==> config.mk <==
export PLATFORM = sky130hd
export DESIGN_NAME = tcp_header_generator
export DESIGN_NICKNAME = d
export VERILOG_FILES = /design/src/logic/tcp_hdr_pkg.sv /design/src/logic/csum_if.sv /design/src/logic/tcp_header_generator.sv /design/src/logic/csum_accum.sv
export VERILOG_INCLUDE_DIRS = /design/src /design/src/logic
export SDC_FILE = /design/constraint.sdc
export NUM_CORES = 1
export LEC_CHECK = 0
export ABC_AREA = 1
export BUFFER_PORTS_ARGS = -buffer_cell sky130_fd_sc_hd__buf_2
export CORE_UTILIZATION = 60
export DETAILED_ROUTE_END_ITERATION = 8
export HOLD_SLACK_MARGIN = 0.03
export PLACE_DENSITY_LB_ADDON = 0.12
export SYNTH_ARGS = -nofsm -noshare
export SYNTH_HDL_FRONTEND = slang
export SYNTH_SLANG_ARGS = --single-unit
==> constraint.sdc <==
create_clock -name i_clk -period 28.6 [get_ports i_clk]
set_clock_uncertainty 0.05 [all_clocks]
set_input_delay 2.86 -clock i_clk [delete_from_list [all_inputs] [get_ports i_clk]]
set_output_delay 2.86 -clock i_clk [all_outputs]
set_load 0.1 [all_outputs]
==> src/logic/tcp_hdr_defines.svh <==
`ifndef TCP_HDR_DEFINES_SVH
`define TCP_HDR_DEFINES_SVH

// ****************************************************************
// Header layout
// ****************************************************************
`define HDR_WORDS 10
`define HDR_BYTES 16'h0014
`define DATA_OFFSET_VAL 4'h5
`define RESERVED_VAL 4'h0
`define CSUM_WORD_IDX 4'h8
`define LAST_WORD_IDX 4'h9
`define ADDEND_LAST 4'hc

// ****************************************************************
// Flag bit positions
// ****************************************************************
`define FLG_CWR 7
`define FLG_ECE 6
`define FLG_URG 5
`define FLG_ACK 4
`define FLG_PSH 3
`define FLG_RST 2
`define FLG_SYN 1
`define FLG_FIN 0

// ****************************************************************
// Reset values
// ****************************************************************
`define SEQ_RST 32'h0000_0000
`define ACK_RST 32'h0000_0000

`endif

==> src/logic/tcp_hdr_pkg.sv <==
package tcp_hdr_pkg;

    typedef enum logic [4:0] {
        CONN_CLOSED = 5'b00001,
        CONN_LISTEN = 5'b00010,
        CONN_SYN_SENT = 5'b00100,
        CONN_SYN_RCVD = 5'b01000,
        CONN_ESTAB = 5'b10000
    } conn_state_t;

    typedef enum logic [2:0] {
        PH_IDLE = 3'b001,
        PH_SUM = 3'b010,
        PH_EMIT = 3'b100
    } phase_t;

endpackage

==> src/logic/csum_if.sv <==
`timescale 1ns/10ps
`default_nettype none

interface csum_if;
    logic load;
    logic add;
    logic [15:0] word;
    logic [15:0] sum;

    modport master (output load, output add, output word, input sum);
    modport slave (input load, input add, input word, output sum);
endinterface

`default_nettype wire

==> src/logic/tcp_header_generator.sv <==
// How it works
// - Null option sends the checksum field as zero.
// - No connection option: frames flow without any handshake.
// - Active open: SYN handshake first, traffic only once established.
// - Passive open: traffic waits until a peer opened a connection.
// - Passive open: peer MAC, IP and port come from the incoming SYN.
// - SYN chosen: SYN carries configured sequence (zero under auto increment), next packet plus one plus any counted data.
// - No SYN: first packet carries the configured sequence, or zero under auto increment.
// - Auto increment: sequence counts data bytes from zero.
// - ACK set: acknowledgement field holds next expected peer sequence under open, configured value otherwise.
// - Data offset is the header length in 32-bit words.
// - Reserved bits are sent as zero.
// - Eight flags programmable; under open the connection machine drives SYN and ACK, RST and FIN are zero.
// - Window field sent as configured.
// - 16-bit checksum covers header and data.
// - URG set: urgent pointer field sent, else zero.
`timescale 1ns/10ps
`default_nettype none
`include "tcp_hdr_defines.svh"

module tcp_header_generator
    import tcp_hdr_pkg::*;
(
    input wire logic i_clk,
    input wire logic i_rst,
    input wire logic i_start,
    input wire logic i_active_open,
    input wire logic i_passive_open,
    input wire logic i_auto_inc,
    input wire logic i_zero_csum,
    input wire logic [15:0] i_src_port,
    input wire logic [15:0] i_dst_port,
    input wire logic [31:0] i_seq_cfg,
    input wire logic [31:0] i_ack_cfg,
    input wire logic [7:0] i_flags_cfg,
    input wire logic [15:0] i_window,
    input wire logic [15:0] i_urg_ptr,
    input wire logic [15:0] i_pseudo_sum,
    input wire logic i_frame_req,
    input wire logic [15:0] i_payload_len,
    input wire logic [15:0] i_payload_sum,
    input wire logic i_rx_valid,
    input wire logic [7:0] i_rx_flags,
    input wire logic [31:0] i_rx_seq,
    input wire logic [15:0] i_rx_len,
    input wire logic [47:0] i_rx_mac,
    input wire logic [31:0] i_rx_ip,
    input wire logic [15:0] i_rx_port,
    output logic o_frame_ack,
    output logic o_traffic_ready,
    output logic [4:0] o_conn_state,
    output logic o_hdr_valid,
    output logic [15:0] o_hdr_word,
    output logic o_hdr_last,
    output logic [47:0] o_peer_mac,
    output logic [31:0] o_peer_ip,
    output logic [15:0] o_peer_port
);
    // ************************************************************
    // State
    // ************************************************************
    conn_state_t conn_q, conn_d;
    phase_t ph_q, ph_d;
    logic [15:0] hdr_q [`HDR_WORDS];
    logic [15:0] hdr_d [`HDR_WORDS];
    logic [31:0] seq_q, seq_d, ack_q, ack_d;
    logic [3:0] idx_q, idx_d, oidx_q, oidx_d;
    logic [15:0] psum_q, psum_d, tlen_q, tlen_d;
    logic zc_q, zc_d, first_q, first_d, ctrl_q, ctrl_d;
    logic [7:0] cflg_q, cflg_d;
    logic conn_mode_q, conn_mode_d;
    logic ack_o_q, ack_o_d, rdy_q, rdy_d;
    logic vld_q, vld_d, last_q, last_d;
    logic [15:0] word_q, word_d;
    logic [47:0] pmac_q, pmac_d;
    logic [31:0] pip_q, pip_d;
    logic [15:0] pport_q, pport_d;
    logic take, syn_bit;
    logic [7:0] flg;
    logic [15:0] dport, len, pay;
    logic [31:0] seq_out, ack_out;

    csum_if cs ();

    csum_accum u_csum (
        .i_clk(i_clk),
        .i_rst(i_rst),
        .cs(cs)
    );

    assign o_frame_ack = ack_o_q;
    assign o_traffic_ready = rdy_q;
    assign o_conn_state = conn_q;
    assign o_hdr_valid = vld_q;
    assign o_hdr_word = word_q;
    assign o_hdr_last = last_q;
    assign o_peer_mac = pmac_q;
    assign o_peer_ip = pip_q;
    assign o_peer_port = pport_q;

    // ************************************************************
    // Next state
    // ************************************************************
    always_comb begin
        conn_d = conn_q;
        ph_d = ph_q;
        hdr_d = hdr_q;
        seq_d = seq_q;
        ack_d = ack_q;
        idx_d = idx_q;
        oidx_d = oidx_q;
        psum_d = psum_q;
        tlen_d = tlen_q;
        zc_d = zc_q;
        first_d = first_q;
        ctrl_d = ctrl_q;
        cflg_d = cflg_q;
        conn_mode_d = conn_mode_q;
        pmac_d = pmac_q;
        pip_d = pip_q;
        pport_d = pport_q;
        ack_o_d = 1'b0;
        vld_d = 1'b0;
        last_d = 1'b0;
        word_d = word_q;
        cs.load = 1'b0;
        cs.add = 1'b0;
        cs.word = 16'h0000;

        // Taking a segment clears the pending control before any new one
        // is queued below, so a control set in the same cycle is not lost
        take = (ph_q == PH_IDLE) && (ctrl_q || (i_frame_req && rdy_q));
        if (take) begin
            ctrl_d = 1'b0;
        end

        // Connection handling
        unique case (conn_q)
            CONN_CLOSED: begin
                if (i_start) begin
                    first_d = 1'b1;
                    ack_d = i_ack_cfg;
                    seq_d = i_auto_inc ? `SEQ_RST : i_seq_cfg;
                    conn_mode_d = i_active_open | i_passive_open;
                    if (i_active_open) begin
                        ctrl_d = 1'b1;
                        cflg_d = 8'h02;
                        conn_d = CONN_SYN_SENT;
                    end else if (i_passive_open) begin
                        conn_d = CONN_LISTEN;
                    end else begin
                        conn_d = CONN_ESTAB;
                    end
                end
            end
            CONN_LISTEN: begin
                if (i_rx_valid && i_rx_flags[`FLG_SYN]) begin
                    pmac_d = i_rx_mac;
                    pip_d = i_rx_ip;
                    pport_d = i_rx_port;
                    ack_d = i_rx_seq + 32'h0000_0001;
                    ctrl_d = 1'b1;
                    cflg_d = 8'h12;
                    conn_d = CONN_SYN_RCVD;
                end
            end
            CONN_SYN_SENT: begin
                if (i_rx_valid && i_rx_flags[`FLG_SYN]
                    && i_rx_flags[`FLG_ACK]) begin
                    ack_d = i_rx_seq + 32'h0000_0001;
                    ctrl_d = 1'b1;
                    cflg_d = 8'h10;
                    conn_d = CONN_ESTAB;
                end
            end
            CONN_SYN_RCVD: begin
                if (i_rx_valid && i_rx_flags[`FLG_ACK]) begin
                    conn_d = CONN_ESTAB;
                end
            end
            CONN_ESTAB: begin
                // Track peer data so the next ACK is correct
                if (i_rx_valid && conn_mode_q) begin
                    ack_d = i_rx_seq + {16'h0000, i_rx_len};
                end
            end
        endcase
        if (i_rx_valid && i_rx_flags[`FLG_RST] && conn_mode_q) begin
            conn_d = CONN_CLOSED;
            ctrl_d = 1'b0;
        end
        rdy_d = (conn_d == CONN_ESTAB) && !ctrl_d;

        // Field selection for a new segment; control beats data
        len = ctrl_q ? 16'h0000 : i_payload_len;
        pay = ctrl_q ? 16'h0000 : i_payload_sum;
        if (conn_mode_q) begin
            flg = i_flags_cfg & 8'he8;
            flg[`FLG_ACK] = ctrl_q ? cflg_q[`FLG_ACK] : 1'b1;
            flg[`FLG_SYN] = ctrl_q & cflg_q[`FLG_SYN];
        end else begin
            flg = i_flags_cfg;
            flg[`FLG_SYN] = i_flags_cfg[`FLG_SYN] & first_q;
        end
        syn_bit = flg[`FLG_SYN];
        dport = (i_passive_open && conn_mode_q) ? pport_q : i_dst_port;
        seq_out = seq_q;
        ack_out = flg[`FLG_ACK] ? ack_q : 32'h0000_0000;

        unique case (ph_q)
            PH_IDLE: begin
                if (take) begin
                    ack_o_d = !ctrl_q;
                    first_d = 1'b0;
                    hdr_d[0] = i_src_port;
                    hdr_d[1] = dport;
                    hdr_d[2] = seq_out[31:16];
                    hdr_d[3] = seq_out[15:0];
                    hdr_d[4] = ack_out[31:16];
                    hdr_d[5] = ack_out[15:0];
                    hdr_d[6] = {`DATA_OFFSET_VAL, `RESERVED_VAL,
                        flg};
                    hdr_d[7] = i_window;
                    hdr_d[8] = 16'h0000;
                    hdr_d[9] = flg[`FLG_URG] ? i_urg_ptr : 16'h0000;
                    // SYN takes one number; data advances only when tracked
                    seq_d = seq_q + {31'h0, syn_bit}
                        + ((i_auto_inc || conn_mode_q)
                        ? {16'h0000, len} : 32'h0000_0000);
                    psum_d = pay;
                    tlen_d = `HDR_BYTES + len;
                    zc_d = i_zero_csum;
                    cs.load = 1'b1;
                    cs.word = i_pseudo_sum;
                    idx_d = 4'h1;
                    ph_d = PH_SUM;
                end
            end
            PH_SUM: begin
                cs.add = 1'b1;
                if (idx_q == 4'h1) begin
                    cs.word = psum_q;
                end else if (idx_q == 4'h2) begin
                    cs.word = tlen_q;
                end else begin
                    cs.word = hdr_q[idx_q - 4'h3];
                end
                idx_d = idx_q + 4'h1;
                if (idx_q == `ADDEND_LAST) begin
                    idx_d = 4'h0;
                    ph_d = PH_EMIT;
                end
            end
            PH_EMIT: begin
                vld_d = 1'b1;
                oidx_d = idx_q;
                word_d = hdr_q[idx_q];
                if (idx_q == `CSUM_WORD_IDX) begin
                    word_d = zc_q ? 16'h0000 : ~cs.sum;
                end
                idx_d = idx_q + 4'h1;
                if (idx_q == `LAST_WORD_IDX) begin
                    last_d = 1'b1;
                    idx_d = 4'h0;
                    ph_d = PH_IDLE;
                end
            end
            default: begin
                ph_d = PH_IDLE;
            end
        endcase
    end

    // ************************************************************
    // Registers
    // ************************************************************
    always_ff @(posedge i_clk or posedge i_rst) begin
        if (i_rst) begin
            conn_q <= CONN_CLOSED;
            ph_q <= PH_IDLE;
            hdr_q <= '{default: 16'h0000};
            seq_q <= `SEQ_RST;
            ack_q <= `ACK_RST;
            idx_q <= 4'h0;
            oidx_q <= 4'h0;
            psum_q <= 16'h0000;
            tlen_q <= 16'h0000;
            zc_q <= 1'b0;
            first_q <= 1'b0;
            ctrl_q <= 1'b0;
            cflg_q <= 8'h00;
            conn_mode_q <= 1'b0;
            ack_o_q <= 1'b0;
            rdy_q <= 1'b0;
            vld_q <= 1'b0;
            last_q <= 1'b0;
            word_q <= 16'h0000;
            pmac_q <= 48'h0000_0000_0000;
            pip_q <= 32'h0000_0000;
            pport_q <= 16'h0000;
        end else begin
            conn_q <= conn_d;
            ph_q <= ph_d;
            hdr_q <= hdr_d;
            seq_q <= seq_d;
            ack_q <= ack_d;
            idx_q <= idx_d;
            oidx_q <= oidx_d;
            psum_q <= psum_d;
            tlen_q <= tlen_d;
            zc_q <= zc_d;
            first_q <= first_d;
            ctrl_q <= ctrl_d;
            cflg_q <= cflg_d;
            conn_mode_q <= conn_mode_d;
            ack_o_q <= ack_o_d;
            rdy_q <= rdy_d;
            vld_q <= vld_d;
            last_q <= last_d;
            word_q <= word_d;
            pmac_q <= pmac_d;
            pip_q <= pip_d;
            pport_q <= pport_d;
        end
    end

    // ************************************************************
    // Checks
    // ************************************************************
    a_null_csum_zero: assert property (
        @(posedge i_clk) disable iff (i_rst)
        vld_q && oidx_q == `CSUM_WORD_IDX && zc_q |-> word_q == 16'h0000)
        else $error("checksum not zero under null option");
    a_data_waits_open: assert property (
        @(posedge i_clk) disable iff (i_rst)
        o_frame_ack |-> $past(conn_q) == CONN_ESTAB)
        else $error("data frame taken before connection open");
    a_listen_holds: assert property (
        @(posedge i_clk) disable iff (i_rst)
        conn_q == CONN_LISTEN |-> !rdy_q)
        else $error("traffic ready while listening");
    a_peer_latched: assert property (
        @(posedge i_clk) disable iff (i_rst)
        conn_q == CONN_LISTEN && i_rx_valid && i_rx_flags[`FLG_SYN]
        && !i_rx_flags[`FLG_RST] |=> pport_q == $past(i_rx_port))
        else $error("peer port not taken from incoming syn");
    a_offset_field: assert property (
        @(posedge i_clk) disable iff (i_rst)
        vld_q && oidx_q == 4'h6 |-> word_q[15:8] == 8'h50)
        else $error("data offset or reserved bits wrong");
    a_syn_steps_seq: assert property (
        @(posedge i_clk) disable iff (i_rst)
        ph_q == PH_IDLE && take && syn_bit && len == 16'h0000
        |=> seq_q == $past(seq_q) + 32'h0000_0001)
        else $error("sequence did not step after syn");
    a_first_word_port: assert property (
        @(posedge i_clk) disable iff (i_rst)
        vld_q && oidx_q == 4'h0 |-> word_q == hdr_q[0] ##1 vld_q)
        else $error("source port word wrong or frame cut");
    // Word 0 here, words 1 to 8 valid next, word 9 carries last
    a_frame_length: assert property (
        @(posedge i_clk) disable iff (i_rst)
        vld_q && oidx_q == 4'h0 |=> vld_q [*8] ##1 vld_q && last_q)
        else $error("header not ten words long");
    a_urg_clear: assert property (
        @(posedge i_clk) disable iff (i_rst)
        vld_q && oidx_q == `LAST_WORD_IDX && !hdr_q[6][`FLG_URG]
        |-> word_q == 16'h0000)
        else $error("urgent pointer sent without urg");
endmodule

`default_nettype wire

==> src/logic/csum_accum.sv <==
`timescale 1ns/10ps
`default_nettype none

module csum_accum (
    input wire logic i_clk,
    input wire logic i_rst,
    csum_if.slave cs
);
    logic [15:0] sum_q;
    logic [15:0] sum_d;
    logic [16:0] wide;

    assign cs.sum = sum_q;

    // One's-complement add with end-around carry
    always_comb begin
        wide = {1'b0, sum_q} + {1'b0, cs.word};
        sum_d = sum_q;
        if (cs.load) begin
            sum_d = cs.word;
        end else if (cs.add) begin
            sum_d = wide[15:0] + {15'h0000, wide[16]};
        end
    end

    always_ff @(posedge i_clk or posedge i_rst) begin
        if (i_rst) begin
            sum_q <= 16'h0000;
        end else begin
            sum_q <= sum_d;
        end
    end
endmodule

`default_nettype wire

==> impl_metrics.json <==
{
  "outcome": "finished, final reports clean",
  "required_ns": 28.98,
  "cts_root_buffer": "clkbuf_16",
  "ys_async_sr_fraction_pct": 100.0,
  "rr_worst_depth": 33,
  "r2r_slack_ns": 21.72,
  "cts_hold_repair.buffers": 0,
  "hold_start": "o_peer_mac[32]",
  "vias": 23990,
  "antenna_found_initial": 8,
  "worst_r2r_startpoint": "idx_q[1]",
  "syn_avg_cell_area_um2": 7.212,
  "ys_types": 58,
  "areaGrowthSynthToFinish_pct": 16.97,
  "clock.fmax_mhz": 127.4,
  "fin_crit_ns": 7.852,
  "dieHeight_um": 196.2,
  "synthFlopType": "dfrtp_1",
  "synth.area.top_cells": "dfrtp_1 (42%), nand2_1 (15%), o21ai_0 (7.6%)",
  "reg2reg_to": "u_csum.cs.sum[12]",
  "drv_slew": 0,
  "cts-buffers-inserted": 41,
  "setup_viol": 0,
  "rows": 70,
  "synth_common_cells": "nand2_1 (907), dfrtp_1 (381), inv_1 (374), o21ai_0 (345), nor2_1 (235)",
  "ios": 466,
  "finalCritPeriodShare_pct": 27.45,
  "netlist_area_mm2": 0.02262,
  "yosysTopAreaCell": "dfrtp_1",
  "postCtsSetupBuffers": 0,
  "arrival_ns": 8.24,
  "drtIter0Drc": 2587,
  "ys_ff_latch": 383,
  "yosys_warnings": 0,
  "via_per_inst": 5.925,
  "grt_pass1_wl_um": 124800,
  "rsz0062_at_grt": "false",
  "port_buffers": 460,
  "holdPathEnd": "o_peer_mac[32]",
  "cp-startpoint": "i_frame_req",
  "drive_above_1_share_pct": 16.71,
  "slew_headroom_pct": 25.37,
  "first_global_vias": 22990,
  "place.gp.congestion": 0.9988,
  "cts_tree": "yes",
  "grt_start_max_net_pins": 175,
  "yosysMostFrequentCell": "nand2_1",
  "seq_area_frac_synth_pct": 42.38,
  "htree_levels": 2,
  "nets": 3914,
  "overflow": 0,
  "clock_latency_ns": 0.58,
  "tns_ns": 0,
  "synth-edff-count": 0,
  "routed_wl_um": 80810,
  "wl_per_cell_um": 19.96,
  "crit_fanout": 101,
  "clkTransAtPathRegs_ns": 0.06,
  "syn_inst": 3137,
  "ir_drop_uv": 136.8,
  "drc": 0,
  "hold_violations": 0,
  "power_density_mw_per_mm2": 134.8,
  "holdPathStages": 2,
  "fillCellCount": 2942,
  "cts_resized": 0,
  "die_area_mm2": 0.03848,
  "syn_nets": 3540,
  "ant_nets": 0,
  "crit_path_start_kind": "input port",
  "tightest_slew_ns": 1.119,
  "dp_hpwl_um": 60300,
  "power.total_mw": 3.566,
  "cap_violations": 0,
  "grt_usage_pct": 41.80,
  "min-delay-path-class": "register to register",
  "coreArea_mm2": 0.03687,
  "clock-sinks": 383,
  "dr.pass1.iters": 7,
  "synth.top_cell.area_share_pct": 42.14,
  "cp-end-kind": "register",
  "die_width_um": 196.2,
  "clock_path_buffers": 3,
  "criticalPathCategory": "input port to register",
  "power.leakage_nw": 13.76,
  "start_util_pct": 61.35
}
[registers in the layout, summed over array words and instances, names as in the netlist, 2 cells and up]
signal and count:
hdr_q 137, o_peer_mac 48, ack_q 32, o_peer_ip 32, seq_out 32, o_hdr_word 16
o_peer_port 16, psum_q 16, tlen_q 16, u_csum.cs.sum 16, o_conn_state 5, idx_q 4
ph_q 3, cflg_q 2
[metal layers]
metal,wire length [µm],vias up,global-route usage [%]
met4,5326,10,24.71
met3,8238,291,7.908
met5,56,-,0
met2,35650,1445,64.56
met1,31540,11180,55.05
li1,-,11060,-
[per-stage QoR]
step                      util (%)  hold WS [ns]  worst slack [ns]  cells  cell area [µm²]
after floorplan                  -        0.3922             15.05   3137            22620
after global placement       68.04        0.3992             20.50   3972            25090
after detailed placement     68.04        0.4030             20.25   3972            25090
after CTS                    71.74        0.4180             20.81   4046            26450
after global routing         71.74        0.4306             20.27   4046            26450
final                        71.76        0.4185             20.75   4049            26460
[area by class of cell]
| type | instances | area [µm²] | share of cell area (%) |
|---|---|---|---|
| tap | 504 | 630.6 | 2.383 |
| sequential | 383 | 9590 | 36.24 |
| clock buffer | 57 | 1176 | 4.445 |
| clock inverter | 17 | 188.9 | 0.7140 |
| multi-input combinational | 2221 | 10950 | 41.38 |
| inverter | 384 | 1453 | 5.490 |
| antenna | 3 | 7.507 | 0.02837 |
| timing repair buffer | 480 | 2465 | 9.315 |
[kinds of logic (layout without fill, tap and decap cells)]
group | after synthesis | after routing | synth area share (%)
AO/OA/AOI/OAI | 760 | 760 | 19.17
XOR/XNOR | 24 | 24 | 0.9623
adder cells (fa/ha/maj) | 58 | 58 | 3.341
buffers and inverters | 533 | 938 | 9.291
flip-flops | 383 | 383 | 42.38
other | 0 | 3 | 0
AND/OR/NAND/NOR | 1379 | 1379 | 24.85
[critical path, stage by stage]
cell and delay, ns:
buf_2 0.07, a21oi_1 0.11, nor2_4 0.13, buf_4 0.58
buf_4 0.80, nand2_1 0.20, nand2_1 0.14, ha_1 0.26
fa_1 0.33, nand2_1 0.11, nand2_1 0.09, nand3_1 0.10
nand2_1 0.12, nand2_1 0.07, nand2_1 0.09, a21oi_1 0.08
o21bai_1 0.25, ha_1 0.21, ha_1 0.14, inv_1 0.04
nor2_1 0.14, nand3_1 0.12, nor2_1 0.19, nand3_1 0.15
nor2_1 0.28, nand2_1 0.12, o211ai_1 0.24, nand3_1 0.11
[placed cells by master, fill, tap and decap left out, types with 16 or more instances in the layout]
master       n
dfrtp_1    380
nand2_1    907
o211ai_1    31
a22oi_1     17
a21oi_1    192
xor2_1      16
nand3_1    124
buf_4       19
o21ai_0    345
nand4_1     20
buf_2      460
o221ai_1    24
nor2_1     234
a31oi_1     17
nor3_1      42
clkbuf_16   41
ha_1        54
inv_1      373
o22ai_1     45
[power breakdown]
part	internal, mW	leakage (nW)	total, mW	switching, mW
Sequential	0.793	4.81	0.967	0.175
Clock	0.317	0.679	0.551	0.235
Combinational	0.494	8.27	2.05	1.55
[how the worst max path moves through the flow]
stage / cells after the start / slack (ns) / endpoint
detailed placement: 28 / 20.25 / u_csum.cs.sum[12]
global route: 28 / 20.27 / u_csum.cs.sum[12]
floorplan: 1 / 15.05 / ack_q[0]
CTS: 28 / 20.81 / u_csum.cs.sum[12]
finish: 28 / 20.75 / u_csum.cs.sum[12]
global placement: 28 / 20.50 / u_csum.cs.sum[12]
Power figures use the tool's default switching activity.
